`src/core/dld_map.svh`:
```
`ifndef DLD_MAP_SVH
`define DLD_MAP_SVH

// ************************
// register map (byte addresses)
// ************************
`define DLD_CTRL_ADDR 8'h00
`define DLD_STAT_ADDR 8'h04
`define DLD_CTRL_RST 32'h0000_0000

// ctrl field positions
`define DLD_CTRL_POLL_BIT 0

// status field positions
`define DLD_STAT_STATE_LSB 0
`define DLD_STAT_DTR_BIT 4
`define DLD_STAT_CONN_BIT 5

// ************************
// timing
// ************************
`define DLD_CLK_MHZ 125
`define DLD_CARRIER_WAIT_MS 9000
`define DLD_CARRIER_CYC (`DLD_CARRIER_WAIT_MS * 1000 * `DLD_CLK_MHZ)
`define DLD_SETTLE_MS 1000
`define DLD_SETTLE_CYC (`DLD_SETTLE_MS * 1000 * `DLD_CLK_MHZ)
`define DLD_FLASH_MS 250
`define DLD_FLASH_CYC (`DLD_FLASH_MS * 1000 * `DLD_CLK_MHZ)

// baud divisors: clock cycles per bit, rounded down
`define DLD_BAUD_1200 1200
`define DLD_BAUD_300 300
`define DLD_BAUD_150 150
`define DLD_BAUD_110 110
`define DLD_DIV_1200 (`DLD_CLK_MHZ * 1000000 / `DLD_BAUD_1200)
`define DLD_DIV_300 (`DLD_CLK_MHZ * 1000000 / `DLD_BAUD_300)
`define DLD_DIV_150 (`DLD_CLK_MHZ * 1000000 / `DLD_BAUD_150)
`define DLD_DIV_110 (`DLD_CLK_MHZ * 1000000 / `DLD_BAUD_110)

`endif

```
`src/core/dld_pkg.sv`:
```
package dld_pkg;

    // three-position selector codes
    typedef enum logic [1:0] {
        DLD_POS_LEFT = 2'b00,
        DLD_POS_CENTRE = 2'b01,
        DLD_POS_RIGHT = 2'b10
    } dld_pos_t;

    // gray codes along check -> wait -> carrier -> settle -> connected
    typedef enum logic [3:0] {
        DLD_IDLE = 4'b0000,
        DLD_LINE_CHECK_STATE = 4'b0001,
        DLD_WAIT_FOR_CALL_STATE = 4'b0011,
        DLD_CARRIER_WAIT = 4'b0010,
        DLD_LINE_SETTLE_STATE = 4'b0110,
        DLD_CONNECTED = 4'b0111,
        DLD_LINE_BYPASS_STATE = 4'b0101,
        DLD_POLL_STATE = 4'b0100
    } dld_state_t;

    typedef enum logic [1:0] {
        DLD_PAR_ODD = 2'b00,
        DLD_PAR_MARK = 2'b01,
        DLD_PAR_EVEN = 2'b10
    } dld_parity_t;

    typedef struct packed {
        logic on_line;
        logic high_rate_select;
        dld_pos_t speed;
        dld_pos_t parity;
        dld_pos_t protocol;
        logic half_duplex;
        logic remote_device_control;
    } dld_panel_t;

    typedef struct packed {
        logic dsr;
        logic dcd;
        logic ri;
    } dld_eia_in_t;

    typedef struct packed {
        logic ring_lamp;
        logic ready_lamp;
        logic tx_lamp;
        logic rx_lamp;
    } dld_lamps_t;

endpackage

```
`src/core/dld_line_ctrl.sv`:
```
`timescale 1ns/1ps
`include "dld_map.svh"
// Function
// - off-line switch holds idle, line inhibited
// - on-line enters check; centred protocol bypasses
// - bypass state asserts DTR
// - bypass until switch off, then idle
// - config bit picks auto-answer or polling
// - auto-answer check: DTR low until DSR low
// - DSR low: wait-for-call, assert DTR
// - high rate switch gives 1200 baud
// - speed selector gives 110, 150, 300
// - parity selector gives odd, mark, even
// - protocol left blocked, right nonblocked
// - half duplex echoes nonblocked sends locally
// - line half duplex; blocked needs full
// - remote control only while switch on
// - ring lamp flashes; ready lamp when on-line
// - direction lamps only after call answered; also lit in bypass and poll
// - blocked: char parity plus block LRC
// - low rate: carrier within timeout else drop
// - settle dwell before connected state
module dld_line_ctrl
    import dld_pkg::*;
#(
    parameter int unsigned CARRIER_CYC = `DLD_CARRIER_CYC,
    parameter int unsigned SETTLE_CYC = `DLD_SETTLE_CYC,
    parameter int unsigned FLASH_CYC = `DLD_FLASH_CYC
) (
    input wire logic clock,
    input wire logic sys_rst,
    input wire dld_panel_t panel,
    input wire dld_eia_in_t eia_in,
    output logic dtr,
    output dld_lamps_t lamps,
    output logic line_enable,
    output logic blocked_mode,
    output logic [31:0] baud_div,
    output dld_parity_t tx_parity,
    output logic local_echo,
    output logic rdc_enable,
    input wire logic [7:0] tx_char,
    input wire logic tx_char_valid,
    input wire logic tx_block_end,
    input wire logic tx_active,
    output logic [7:0] tx_char_par,
    output logic [7:0] block_lrc,
    output logic block_lrc_valid,
    input wire logic [7:0] s_axi_awaddr,
    input wire logic s_axi_awvalid,
    output logic s_axi_awready,
    input wire logic [31:0] s_axi_wdata,
    input wire logic [3:0] s_axi_wstrb,
    input wire logic s_axi_wvalid,
    output logic s_axi_wready,
    output logic [1:0] s_axi_bresp,
    output logic s_axi_bvalid,
    input wire logic s_axi_bready,
    input wire logic [7:0] s_axi_araddr,
    input wire logic s_axi_arvalid,
    output logic s_axi_arready,
    output logic [31:0] s_axi_rdata,
    output logic [1:0] s_axi_rresp,
    output logic s_axi_rvalid,
    input wire logic s_axi_rready
);

    // ************************
    // input synchronisers
    // ************************
    localparam int SYNC_W = $bits(dld_panel_t) + $bits(dld_eia_in_t);
    logic [SYNC_W-1:0] sync1_ff;
    logic [SYNC_W-1:0] sync2_ff;
    dld_panel_t pnl;
    dld_eia_in_t eia;

    always_ff @(posedge clock) begin
        if (sys_rst) begin
            sync1_ff <= '0;
            sync2_ff <= '0;
        end else begin
            sync1_ff <= {panel, eia_in};
            sync2_ff <= sync1_ff;
        end
    end
    assign {pnl, eia} = sync2_ff;

    // ************************
    // register bus
    // ************************
    logic [31:0] ctrl_ff;
    logic aw_got_ff;
    logic w_got_ff;
    logic [7:0] awaddr_ff;
    logic [31:0] wdata_ff;
    logic [3:0] wstrb_ff;
    logic bvalid_ff;
    logic [1:0] bresp_ff;
    logic rvalid_ff;
    logic [31:0] rdata_ff;
    logic [1:0] rresp_ff;
    dld_state_t state_ff;

    assign s_axi_awready = !aw_got_ff && !bvalid_ff;
    assign s_axi_wready = !w_got_ff && !bvalid_ff;
    assign s_axi_bvalid = bvalid_ff;
    assign s_axi_bresp = bresp_ff;
    assign s_axi_arready = !rvalid_ff;
    assign s_axi_rvalid = rvalid_ff;
    assign s_axi_rdata = rdata_ff;
    assign s_axi_rresp = rresp_ff;

    always_ff @(posedge clock) begin
        if (sys_rst) begin
            aw_got_ff <= 1'b0;
            w_got_ff <= 1'b0;
            awaddr_ff <= 8'h00;
            wdata_ff <= 32'h0000_0000;
            wstrb_ff <= 4'h0;
            bvalid_ff <= 1'b0;
            bresp_ff <= 2'b00;
            ctrl_ff <= `DLD_CTRL_RST;
        end else begin
            if (s_axi_awvalid && s_axi_awready) begin
                aw_got_ff <= 1'b1;
                awaddr_ff <= s_axi_awaddr;
            end
            if (s_axi_wvalid && s_axi_wready) begin
                w_got_ff <= 1'b1;
                wdata_ff <= s_axi_wdata;
                wstrb_ff <= s_axi_wstrb;
            end
            if (aw_got_ff && w_got_ff) begin
                aw_got_ff <= 1'b0;
                w_got_ff <= 1'b0;
                bvalid_ff <= 1'b1;
                if (awaddr_ff == `DLD_CTRL_ADDR) begin
                    bresp_ff <= 2'b00;
                    if (wstrb_ff[0]) begin
                        ctrl_ff[7:0] <= wdata_ff[7:0];
                    end
                end else if (awaddr_ff == `DLD_STAT_ADDR) begin
                    bresp_ff <= 2'b00;
                end else begin
                    bresp_ff <= 2'b10;
                end
            end else if (bvalid_ff && s_axi_bready) begin
                bvalid_ff <= 1'b0;
            end
        end
    end

    always_ff @(posedge clock) begin
        if (sys_rst) begin
            rvalid_ff <= 1'b0;
            rdata_ff <= 32'h0000_0000;
            rresp_ff <= 2'b00;
        end else if (s_axi_arvalid && s_axi_arready) begin
            rvalid_ff <= 1'b1;
            rresp_ff <= 2'b00;
            rdata_ff <= 32'h0000_0000;
            case (s_axi_araddr)
                `DLD_CTRL_ADDR: begin
                    rdata_ff <= ctrl_ff;
                end
                `DLD_STAT_ADDR: begin
                    rdata_ff[`DLD_STAT_STATE_LSB +: 4] <= state_ff;
                    rdata_ff[`DLD_STAT_DTR_BIT] <= dtr;
                    rdata_ff[`DLD_STAT_CONN_BIT] <= (state_ff == DLD_CONNECTED);
                end
                default: begin
                    rresp_ff <= 2'b10;
                end
            endcase
        end else if (rvalid_ff && s_axi_rready) begin
            rvalid_ff <= 1'b0;
        end
    end

    // ************************
    // line discipline state machine
    // ************************
    dld_state_t nxt_state;
    logic [31:0] timer_ff;
    logic poll_sel;
    logic timer_done;

    assign poll_sel = ctrl_ff[`DLD_CTRL_POLL_BIT];

    always_comb begin
        nxt_state = state_ff;
        if (!pnl.on_line) begin
            nxt_state = DLD_IDLE;
        end else begin
            case (state_ff)
                DLD_IDLE: begin
                    nxt_state = DLD_LINE_CHECK_STATE;
                end
                DLD_LINE_CHECK_STATE: begin
                    if (pnl.protocol == DLD_POS_CENTRE) begin
                        nxt_state = DLD_LINE_BYPASS_STATE;
                    end else if (poll_sel) begin
                        nxt_state = DLD_POLL_STATE;
                    end else if (!eia.dsr) begin
                        nxt_state = DLD_WAIT_FOR_CALL_STATE;
                    end
                end
                DLD_WAIT_FOR_CALL_STATE: begin
                    // modem raises DSR after its answer tone
                    if (eia.dsr) begin
                        nxt_state = pnl.high_rate_select ? DLD_LINE_SETTLE_STATE
                                                         : DLD_CARRIER_WAIT;
                    end
                end
                DLD_CARRIER_WAIT: begin
                    if (eia.dcd) begin
                        nxt_state = DLD_LINE_SETTLE_STATE;
                    end else if (timer_done) begin
                        nxt_state = DLD_IDLE;
                    end
                end
                DLD_LINE_SETTLE_STATE: begin
                    if (timer_done) begin
                        nxt_state = DLD_CONNECTED;
                    end
                end
                DLD_CONNECTED: begin
                    if (!eia.dsr) begin
                        nxt_state = DLD_IDLE;
                    end
                end
                DLD_LINE_BYPASS_STATE: begin
                    nxt_state = DLD_LINE_BYPASS_STATE;
                end
                DLD_POLL_STATE: begin
                    nxt_state = DLD_POLL_STATE;
                end
                default: begin
                    nxt_state = DLD_IDLE;
                end
            endcase
        end
    end

    always_ff @(posedge clock) begin
        if (sys_rst) begin
            state_ff <= DLD_IDLE;
        end else begin
            state_ff <= nxt_state;
        end
    end

    // one timer serves carrier wait and settle; reload on every state change
    assign timer_done = (state_ff == DLD_CARRIER_WAIT) ? (timer_ff >= CARRIER_CYC - 1)
                                                       : (timer_ff >= SETTLE_CYC - 1);

    always_ff @(posedge clock) begin
        if (sys_rst || nxt_state != state_ff) begin
            timer_ff <= 32'h0000_0000;
        end else begin
            timer_ff <= timer_ff + 32'h0000_0001;
        end
    end

    always_ff @(posedge clock) begin
        if (sys_rst) begin
            dtr <= 1'b0;
        end else begin
            case (nxt_state)
                DLD_LINE_BYPASS_STATE,
                DLD_WAIT_FOR_CALL_STATE,
                DLD_CARRIER_WAIT,
                DLD_LINE_SETTLE_STATE,
                DLD_CONNECTED,
                DLD_POLL_STATE: begin
                    dtr <= 1'b1;
                end
                default: begin
                    dtr <= 1'b0;
                end
            endcase
        end
    end

    // ************************
    // line configuration
    // ************************
    logic connected;
    assign connected = (state_ff == DLD_CONNECTED) || (state_ff == DLD_LINE_BYPASS_STATE)
                     || (state_ff == DLD_POLL_STATE);

    always_ff @(posedge clock) begin
        if (sys_rst) begin
            line_enable <= 1'b0;
            blocked_mode <= 1'b0;
            baud_div <= 32'h0000_0000;
            tx_parity <= DLD_PAR_ODD;
            local_echo <= 1'b0;
            rdc_enable <= 1'b0;
        end else begin
            line_enable <= connected;
            // blocked only with full duplex; bypass is always nonblocked
            blocked_mode <= (pnl.protocol == DLD_POS_LEFT) && !pnl.half_duplex
                            && (state_ff != DLD_LINE_BYPASS_STATE);
            if (pnl.high_rate_select) begin
                baud_div <= `DLD_DIV_1200;
            end else begin
                case (pnl.speed)
                    DLD_POS_LEFT: baud_div <= `DLD_DIV_110;
                    DLD_POS_CENTRE: baud_div <= `DLD_DIV_150;
                    default: baud_div <= `DLD_DIV_300;
                endcase
            end
            case (pnl.parity)
                DLD_POS_LEFT: tx_parity <= DLD_PAR_ODD;
                DLD_POS_CENTRE: tx_parity <= DLD_PAR_MARK;
                default: tx_parity <= DLD_PAR_EVEN;
            endcase
            local_echo <= pnl.half_duplex && (pnl.protocol != DLD_POS_LEFT);
            rdc_enable <= pnl.remote_device_control && connected;
        end
    end

    // ************************
    // character parity and block check
    // ************************
    logic par_bit;
    always_comb begin
        case (tx_parity)
            DLD_PAR_ODD: par_bit = ~^tx_char[6:0];
            DLD_PAR_MARK: par_bit = 1'b1;
            default: par_bit = ^tx_char[6:0];
        endcase
    end

    logic [7:0] lrc_acc_ff;
    always_ff @(posedge clock) begin
        if (sys_rst) begin
            tx_char_par <= 8'h00;
            lrc_acc_ff <= 8'h00;
            block_lrc <= 8'h00;
            block_lrc_valid <= 1'b0;
        end else begin
            block_lrc_valid <= 1'b0;
            if (tx_char_valid) begin
                tx_char_par <= {par_bit, tx_char[6:0]};
                if (blocked_mode) begin
                    if (tx_block_end) begin
                        block_lrc <= lrc_acc_ff ^ {par_bit, tx_char[6:0]};
                        block_lrc_valid <= 1'b1;
                        lrc_acc_ff <= 8'h00;
                    end else begin
                        lrc_acc_ff <= lrc_acc_ff ^ {par_bit, tx_char[6:0]};
                    end
                end
            end
        end
    end

    // ************************
    // lamps
    // ************************
    logic [31:0] flash_cnt_ff;
    logic flash_ff;
    always_ff @(posedge clock) begin
        if (sys_rst || !eia.ri) begin
            flash_cnt_ff <= 32'h0000_0000;
            flash_ff <= 1'b0;
        end else if (flash_cnt_ff >= FLASH_CYC - 1) begin
            flash_cnt_ff <= 32'h0000_0000;
            flash_ff <= !flash_ff;
        end else begin
            flash_cnt_ff <= flash_cnt_ff + 32'h0000_0001;
        end
    end

    always_ff @(posedge clock) begin
        if (sys_rst) begin
            lamps <= '0;
        end else begin
            lamps.ring_lamp <= eia.ri && !flash_ff;
            lamps.ready_lamp <= pnl.on_line;
            // half duplex line: exactly one direction lamp once answered
            lamps.tx_lamp <= connected && tx_active;
            lamps.rx_lamp <= connected && !tx_active;
        end
    end

    // ************************
    // checks
    // ************************
    property p_offline_idle;
        @(posedge clock) disable iff (sys_rst)
        !sync2_ff[SYNC_W-1] |=> state_ff == DLD_IDLE;
    endproperty
    a_offline_idle: assert property (p_offline_idle) else $error("not idle off-line");

    property p_bypass_dtr;
        @(posedge clock) disable iff (sys_rst)
        state_ff == DLD_LINE_BYPASS_STATE |-> dtr;
    endproperty
    a_bypass_dtr: assert property (p_bypass_dtr) else $error("bypass without dtr");

    property p_check_no_dtr;
        @(posedge clock) disable iff (sys_rst)
        state_ff == DLD_LINE_CHECK_STATE |-> !dtr;
    endproperty
    a_check_no_dtr: assert property (p_check_no_dtr) else $error("dtr in check");

    property p_hi_rate;
        @(posedge clock) disable iff (sys_rst)
        pnl.high_rate_select |=> baud_div == `DLD_DIV_1200;
    endproperty
    a_hi_rate: assert property (p_hi_rate) else $error("wrong high rate");

    property p_rdc;
        @(posedge clock) disable iff (sys_rst)
        !pnl.remote_device_control |=> !rdc_enable;
    endproperty
    a_rdc: assert property (p_rdc) else $error("rdc while off");

    property p_dir_lamps;
        @(posedge clock) disable iff (sys_rst)
        !$past(connected) |-> !lamps.tx_lamp && !lamps.rx_lamp;
    endproperty
    a_dir_lamps: assert property (p_dir_lamps) else $error("lamp before answer");

    property p_blocked_full;
        @(posedge clock) disable iff (sys_rst)
        blocked_mode |-> !$past(pnl.half_duplex);
    endproperty
    a_blocked_full: assert property (p_blocked_full) else $error("blocked in half");

    property p_settle;
        @(posedge clock) disable iff (sys_rst)
        state_ff == DLD_CONNECTED && $past(state_ff) != DLD_CONNECTED
            |-> $past(state_ff) == DLD_LINE_SETTLE_STATE;
    endproperty
    a_settle: assert property (p_settle) else $error("skipped settle");

endmodule

```
`config.mk`:
```
export PLATFORM = sky130hd
export DESIGN_NAME = dld_line_ctrl
export DESIGN_NICKNAME = d
export VERILOG_FILES = /design/src/core/dld_pkg.sv /design/src/core/dld_line_ctrl.sv
export VERILOG_INCLUDE_DIRS = /design/src /design/src/core
export SDC_FILE = /design/constraint.sdc
export NUM_CORES = 1
export LEC_CHECK = 0
export BUFFER_PORTS_ARGS = -buffer_cell sky130_fd_sc_hd__buf_2
export CAP_MARGIN = 40
export CORE_MARGIN = 2
export CORE_UTILIZATION = 35
export CTS_CLUSTER_DIAMETER = 120
export DETAILED_ROUTE_END_ITERATION = 8
export GPL_TIMING_DRIVEN = 0
export PLACE_DENSITY = 0.63
export RECOVER_POWER = 100
export SYNTH_ARGS = -nofsm -noshare
export SYNTH_HDL_FRONTEND = slang
export SYNTH_SLANG_ARGS = --single-unit
export TNS_END_PERCENT = 5
```
`constraint.sdc`:
```
create_clock -name clock -period 3.47 [get_ports clock]
set_input_delay 0.694 -clock clock [delete_from_list [all_inputs] [get_ports clock]]
set_output_delay 0.694 -clock clock [all_outputs]
set_load 0.05 [all_outputs]
```
==> results of run 1 <==
cell usage after synthesis (all sizes together), types with 5 or more instances:
master | count | area share [%]
dfxtp | 181 | 46
nor2 | 102 | 4.9
nand2 | 97 | 4.6
buf | 61 | 5.6
xnor2 | 48 | 5.4
nor3 | 47 | 4.9
a21oi | 36 | 2.3
nor2b | 33 | 2.6
clkbuf | 28 | 1.4
nand3 | 26 | 1.7
mux2i | 19 | 2.5
and3 | 17 | 1.4
nand4 | 17 | 1.4
xor2 | 16 | 1.8
o21ai | 15 | 0.96
nor4 | 14 | 1.1
a211oi | 13 | 1.3
inv | 11 | 0.53
and4 | 10 | 1.1
nand2b | 9 | 0.72
a22oi | 8 | 0.77
and2 | 8 | 0.64
mux2 | 5 | 0.72
state kept, by name, summed over array words and instances, names as in the netlist, 11 cells and up:
name,cells
timer_ff,32
sync2_ff,13
sync1_ff,13
flash_cnt_ff,32
baud_div,11
worst max path at each step:
stage | slack, ns | end
after global placement | 0.86 | timer_ff[9]$_SDFF_PP0_
after CTS | 1.09 | timer_ff[8]$_SDFF_PP0_
after detailed placement | 0.86 | timer_ff[24]$_SDFF_PP0_
after global routing | 0.80 | timer_ff[5]$_SDFF_PP0_
final | 1.05 | flash_cnt_ff[19]$_SDFF_PP0_
after floorplan | 1.35 | lrc_acc_ff[7]$_SDFFE_PP0P_
routing by layer:
layer / wire length [um] / vias up
met5: 0 / -
met4: 216 / 0
met3: 727 / 14
met2: 8150 / 120
met1: 8300 / 2796
li1: - / 3210
cells by family after synthesis:
kind of cell,after synthesis,share of synthesized area (%)
DFF,181,46.3
other,1,0.0479
muxes,24,3.19
AOI/OAI and AO/OA,93,7.92
and+or+nand+nor,398,27.0
xor gates and xnor gates,66,7.73
adders and majority gates,2,0.319
buffers and inverters,101,7.55
where the power goes:
| group | total [uW] | switching [uW] | leakage (uW) | internal [uW] |
|---|---|---|---|---|
| Clock | 1810 | 859 | 0.000270 | 954 |
| Sequential | 2180 | 36.9 | 0.00148 | 2140 |
| Combinational | 510 | 361 | 0.00193 | 149 |
| Total | 4500 | 1260 | 0.00368 | 3240 |
cell type report:
type | count | area, um2
Multi-Input combinational cell | 628 | 3700
Tap cell | 280 | 350
Timing Repair Buffer | 116 | 499
Clock inverter | 14 | 115
Buffer | 89 | 543
Inverter | 12 | 45.0
Fill cell | 2241 | 12600
Clock buffer | 18 | 439
Sequential cell | 181 | 3620
through the flow:
step	area (um2)	cells
final	9320	1338
after global routing	9320	1338
after CTS	9480	1338
after detailed placement	8930	1306
after global placement	8920	1305
after floorplan	8000	910
cell usage in the layout (no fill, tap or decap), types with 19 or more instances in the layout:
| cell type | n |
|---|---|
| a21oi_1 | 36 |
| dfxtp_1 | 181 |
| buf_4 | 47 |
| nand2_1 | 97 |
| nor3_1 | 32 |
| xnor2_1 | 48 |
| buf_2 | 57 |
| nor2b_1 | 33 |
| clkbuf_1 | 96 |
| nand3_1 | 26 |
| mux2i_1 | 19 |
| conb_1 | 45 |
| nor2_1 | 101 |
==> impl_metrics.toml, run 1 <==
[timing]
rsz0062_at_grt = "false"
max_slew_margin_pct = 52.2
min_period_ns = 2.42
fin_tns_setup_ns = 0
drv_slew = 0
worst_pin_slew_ns = 0.716
hold_viol = 0
finClkSkew_ns = 0.00994
finalSetupViolCount = 0
whs_ns = 0.405
max_freq_ghz = 0.413
fin_crit_sh_pct = 69.7
layout_setup_ws_ns = 1.05

[yosys]
synth_edf_count = 0
ys_ff_latch = 181
netlist_instances = 866
synth_ff_type = "dfxtp_1"
ys_types = 60
async_reset_ff_share_pct = 0
syn_area_um2 = 7830
synth_warnings = 0
postSynthAreaPerCell_um2 = 9.05
seq_area_frac_synth_pct = 46.3

[die]
die_h_um = 154
initial_core_util_pct = 35.8
io_pins = 184
die_w_um = 154
rows = 54
core_um2 = 21900
die_area_um2 = 23600

[setup_path]
worstPathMaxFanout = 10
cp_num_cells = 8
path_buf_inv = 1
reg2regPathDepth = 8
critPathMaxStageDelay_ns = 0.38
worstSetupPathType = "flip-flop to flip-flop"
timing.rr.end = "flash_cnt_ff[19]$_SDFF_PP0_"
required_ns = 3.84
worstSetupStartpointType = "flip-flop"
reg2reg_from = "flash_cnt_ff[0]$_SDFF_PP0_"
cp_top_family = "compound AO/OA/AOI/OAI gates"
crit_start = "flash_cnt_ff[0]$_SDFF_PP0_"
end_kind = "flip-flop"
ff2ff_setup_slack_ns = 1.05
path_cells = "ha_1 > a311o_1 > a211oi_1 > o21ai_0 > a21oi_1 > nand3_1 > clkbuf_1 > nor2_1"
cp.arrival_ns = 2.79
crit_path_top_delay_cell = "a311o_1"

[clock_tree]
cts.sinks = 181
cts_hold_buf = 0
ctsResizeCount = 0
cts.path.max_buffers = 2
tritoncts = "done"
clock_latency_ns = 0.43
postCtsSetupBuffers = 0
cts_made_buffers = 17
htreeDepth = 4
path_clk_slew_ns = 0.07
root_buffer = "clkbuf_16"

[route]
vias = 6140
vias_per_cell = 4.59
drc = 0
initialDrtViolationCount = 323
first_pass_iters = 5
wl_per_cell_um = 13.0
ant_nets = 0
wirelength_um = 17400

[place]
post-place-ws_ns = 0.860
port_buffers = 115
gp_congestion = 0.801
hpwl_um = 12600

[global_routing]
antenna_found_initial = 0
grt_max_degree = 18
busiest_layer = "met2"
met3_usage_pct = 4.31
grt_overflow = 0
grt_pass1_wl_um = 28300
grt_pass1_vias = 5660
globalRouteTotalUtil_pct = 14.9
grt_use_met1_pct = 18.9
grt_use_met2_pct = 24.7

[layout]
num_antenna_cells = 0
utilization_pct = 42.6
nNetsFinal = 1130
layout-drive-gt1-share_pct = 15.6
syn2layout_area_growth_pct = 18.9

[worst_hold_path]
worstHoldPathType = "flip-flop to flip-flop"
hp-start = "sync2_ff[8]$_SDFF_PP0_"
holdPathEnd = "tx_parity[0]$_SDFF_PP0_"
min_path_cells = 1

[status]
status = "finished clean"

[power_and_ir_drop]
leakagePower_uw = 0.00368
ir_drop_mv = 0.320
total_power_uw = 4500
powerDensity_nw_per_um2 = 483

[flow_run]
max_cap_violations = 0
Note: power is estimated with default switching activity, not from simulation.
==> run 2: changes to the inputs <==
--- a/config.mk
+++ b/config.mk
@@ -6,6 +6,7 @@
 export SDC_FILE = /design/constraint.sdc
 export NUM_CORES = 1
 export LEC_CHECK = 0
+export ABC_AREA = 1
 export BUFFER_PORTS_ARGS = -buffer_cell sky130_fd_sc_hd__buf_2
 export CAP_MARGIN = 40
 export CORE_MARGIN = 2
==> constraint.sdc (replaced) <==
create_clock -name clock -period 2.3 [get_ports clock]
set_input_delay 0.46 -clock clock [delete_from_list [all_inputs] [get_ports clock]]
set_output_delay 0.46 -clock clock [all_outputs]
set_load 0.05 [all_outputs]
==> impl_metrics.toml, run 2 <==
[status]
status = "finished clean"

[route]
wl_per_cell_um = 11.1
wirelength_um = 16700
vias_per_cell = 4.28
first_pass_iters = 6
drc = 0
ant_nets = 0
initialDrtViolationCount = 289
vias = 6421

[layout]
layout-drive-gt1-share_pct = 16.1
final_common_cell = "nor2_1"
reg_top3 = "flash_cnt_ff: 32 flops, timer_ff: 32 flops"
syn2layout_area_growth_pct = 20.7
utilization_pct = 43.2
num_antenna_cells = 0
nNetsFinal = 1292
fin_cells = 1499
nFillCells = 2322
final_cell_mix = "220 x nor2_1, 179 x dfxtp_1, 138 x nand2_1, 127 x inv_1, 81 x clkbuf_1"
design_area_um2 = 9460

[yosys]
async_reset_ff_share_pct = 0
ys_ff_latch = 181
netlist_top_cells_count = "206 x nor2_1, 181 x dfxtp_1, 138 x nand2_1, 127 x inv_1, 60 x o21ai_0"
synth_warnings = 0
seq_area_frac_synth_pct = 46.2
synth_ff_type = "dfxtp_1"
yosysTopAreaCell = "dfxtp_1"
synth_area_leaders = "dfxtp_1 46%, nor2_1 9.9%, nand2_1 6.6%, inv_1 6.1%, buf_4 4.6%"
synth_edf_count = 0
yosysMostFrequentCell = "nor2_1"
synth_top_area_share_pct = 46.2
postSynthAreaPerCell_um2 = 7.65
syn_area_um2 = 7840
ys_types = 47
netlist_instances = 1025

[setup_path]
required_ns = 2.61
end_kind = "flip-flop"
crit_path_top_delay_cell = "dfxtp_1"
critPathMaxStageDelay_ns = 0.35
worstPathMaxFanout = 3
cp.arrival_ns = 2.41
worstSetupStartpointType = "flip-flop"
worstSetupPathType = "flip-flop to flip-flop"
path_buf_inv = 0
cp_top_family = "simple AND/OR/NAND/NOR gates"
path_cells = "ha_2 > nand3_2 > nor2_4 > nand2_2 > nor2_4 > nand2_1 > nor2_4 > nand3_2 > nor2_2 > nand3_1 > nor2_2 > nand2_1 > nor2_2 > nor3b_2"

[global_routing]
grt_max_degree = 17
grt_overflow = 0
grt_pass1_vias = 5909
antenna_found_initial = 0
grt_pass1_wl_um = 27800
globalRouteTotalUtil_pct = 14.4

[die]
die_w_um = 154
initial_core_util_pct = 35.8
core_um2 = 21900
io_pins = 184
rows = 54
die_h_um = 154
die_area_um2 = 23600

[clock_tree]
cts_hold_buf = 0
cts_made_buffers = 17
htreeDepth = 4
path_clk_slew_ns = 0.06
clock_latency_ns = 0.42
tritoncts = "done"
cts.sinks = 181
root_buffer = "clkbuf_16"
cts.path.max_buffers = 2

[worst_hold_path]
worstHoldPathType = "input pin to flip-flop"

[timing]
min_period_ns = 2.10
max_freq_ghz = 0.475
max_slew_margin_pct = 52.5
worst_pin_slew_ns = 0.712
finClkSkew_ns = 0.00670
fin_crit_sh_pct = 91.5
finalSetupViolCount = 0
drv_slew = 0
hold_viol = 0
layout_setup_ws_ns = 0.196

[power_and_ir_drop]
leakagePower_uw = 0.00408
total_power_uw = 6910
powerDensity_nw_per_um2 = 731
ir_drop_mv = 0.467

[flow_run]
max_cap_violations = 0

[place]
placed_cell_area_um2 = 8940
hpwl_um = 12500
dp.cells = 1466
port_buffers = 117
post-place-ws_ns = -0.103
gp_congestion = 0.876
[run 2: cell types whose count changed after synthesis, moves of 16 or more]
cell	before	now
o21ai_0	14	60
nor2_2	1	36
nand2_1	97	138
and3_1	17	1
mux2i_1	18	0
xnor2_1	48	31
inv_1	11	127
nor2b_1	33	0
nor2_1	101	206
nor3_2	30	5
[run 2: final cells by class]
cell class,count,area [um2],share of cell area [%]
buffer,71,483,5.11
clock inverter,11,98.8,1.04
timing repair buffer,119,519,5.49
multi-input combinational,683,3410,36.1
sequential,181,3630,38.3
inverter,134,503,5.32
clock buffer,20,467,4.93
tap,280,350,3.70
[run 2: final timing paths]
kind / startpoint / end / slack (ns) / depth (start not counted)
min: tx_active / lamps[0]$_SDFF_PP0_ / 0.21 / 2
max reg2reg: flash_cnt_ff[0]$_SDFF_PP0_ / flash_cnt_ff[24]$_SDFF_PP0_ / 0.20 / 14
min reg2reg: sync1_ff[2]$_SDFF_PP0_ / sync2_ff[2]$_SDFF_PP0_ / 0.40 / 2
max: flash_cnt_ff[0]$_SDFF_PP0_ / flash_cnt_ff[24]$_SDFF_PP0_ / 0.20 / 14
[run 2: cells by family after synthesis]
logic type,share of synthesized area [%]
simple gates,27.5
buf+inv,12.5
flops,46.2
compound gates,7.18
xor+xnor,6.14
fa+ha+maj,0.319
other cells,0.0478
[run 2: stage by stage]
stage                     setup TNS (ns)  hold WS [ns]
after floorplan                        0         0.388
after global placement            -0.391         0.390
after detailed placement          -0.795         0.393
after CTS                              0         0.192
after global routing             -0.0220         0.206
final                                  0         0.212
[run 2: routing by layer]
metal | share of wire [%] | vias up | track usage, %
li1 | - | 3453 | -
met1 | 48 | 2818 | 18.5
met2 | 46 | 139 | 23.4
met3 | 4.7 | 11 | 3.41
met4 | 1.1 | 0 | 5.50
met5 | 0 | - | 0
[run 2: worst register-to-register path, stage by stage, from the launching register on]
cell	delay (ns)
dfxtp_1	0.35
ha_2	0.20
nand3_2	0.12
nor2_4	0.14
nand2_2	0.09
nor2_4	0.10
nand2_1	0.10
nor2_4	0.13
nand3_2	0.10
nor2_2	0.14
nand3_1	0.11
nor2_2	0.17
nand2_1	0.10
nor2_2	0.10
nor3b_2	0.05
[run 2: where the power goes]
group / internal, uW / switching [uW] / leakage (uW)
combinational: 217 / 609 / 0.00233
clock: 1570 / 1200 / 0.000274
sequential: 3250 / 58.9 / 0.00148
total: 5040 / 1870 / 0.00408
[run 2: repair_timing]
item | in CTS | in global routing
buffers inserted | 0 | 2
gates resized for setup | 0 | 17
setup endpoints to repair | 0 | 45
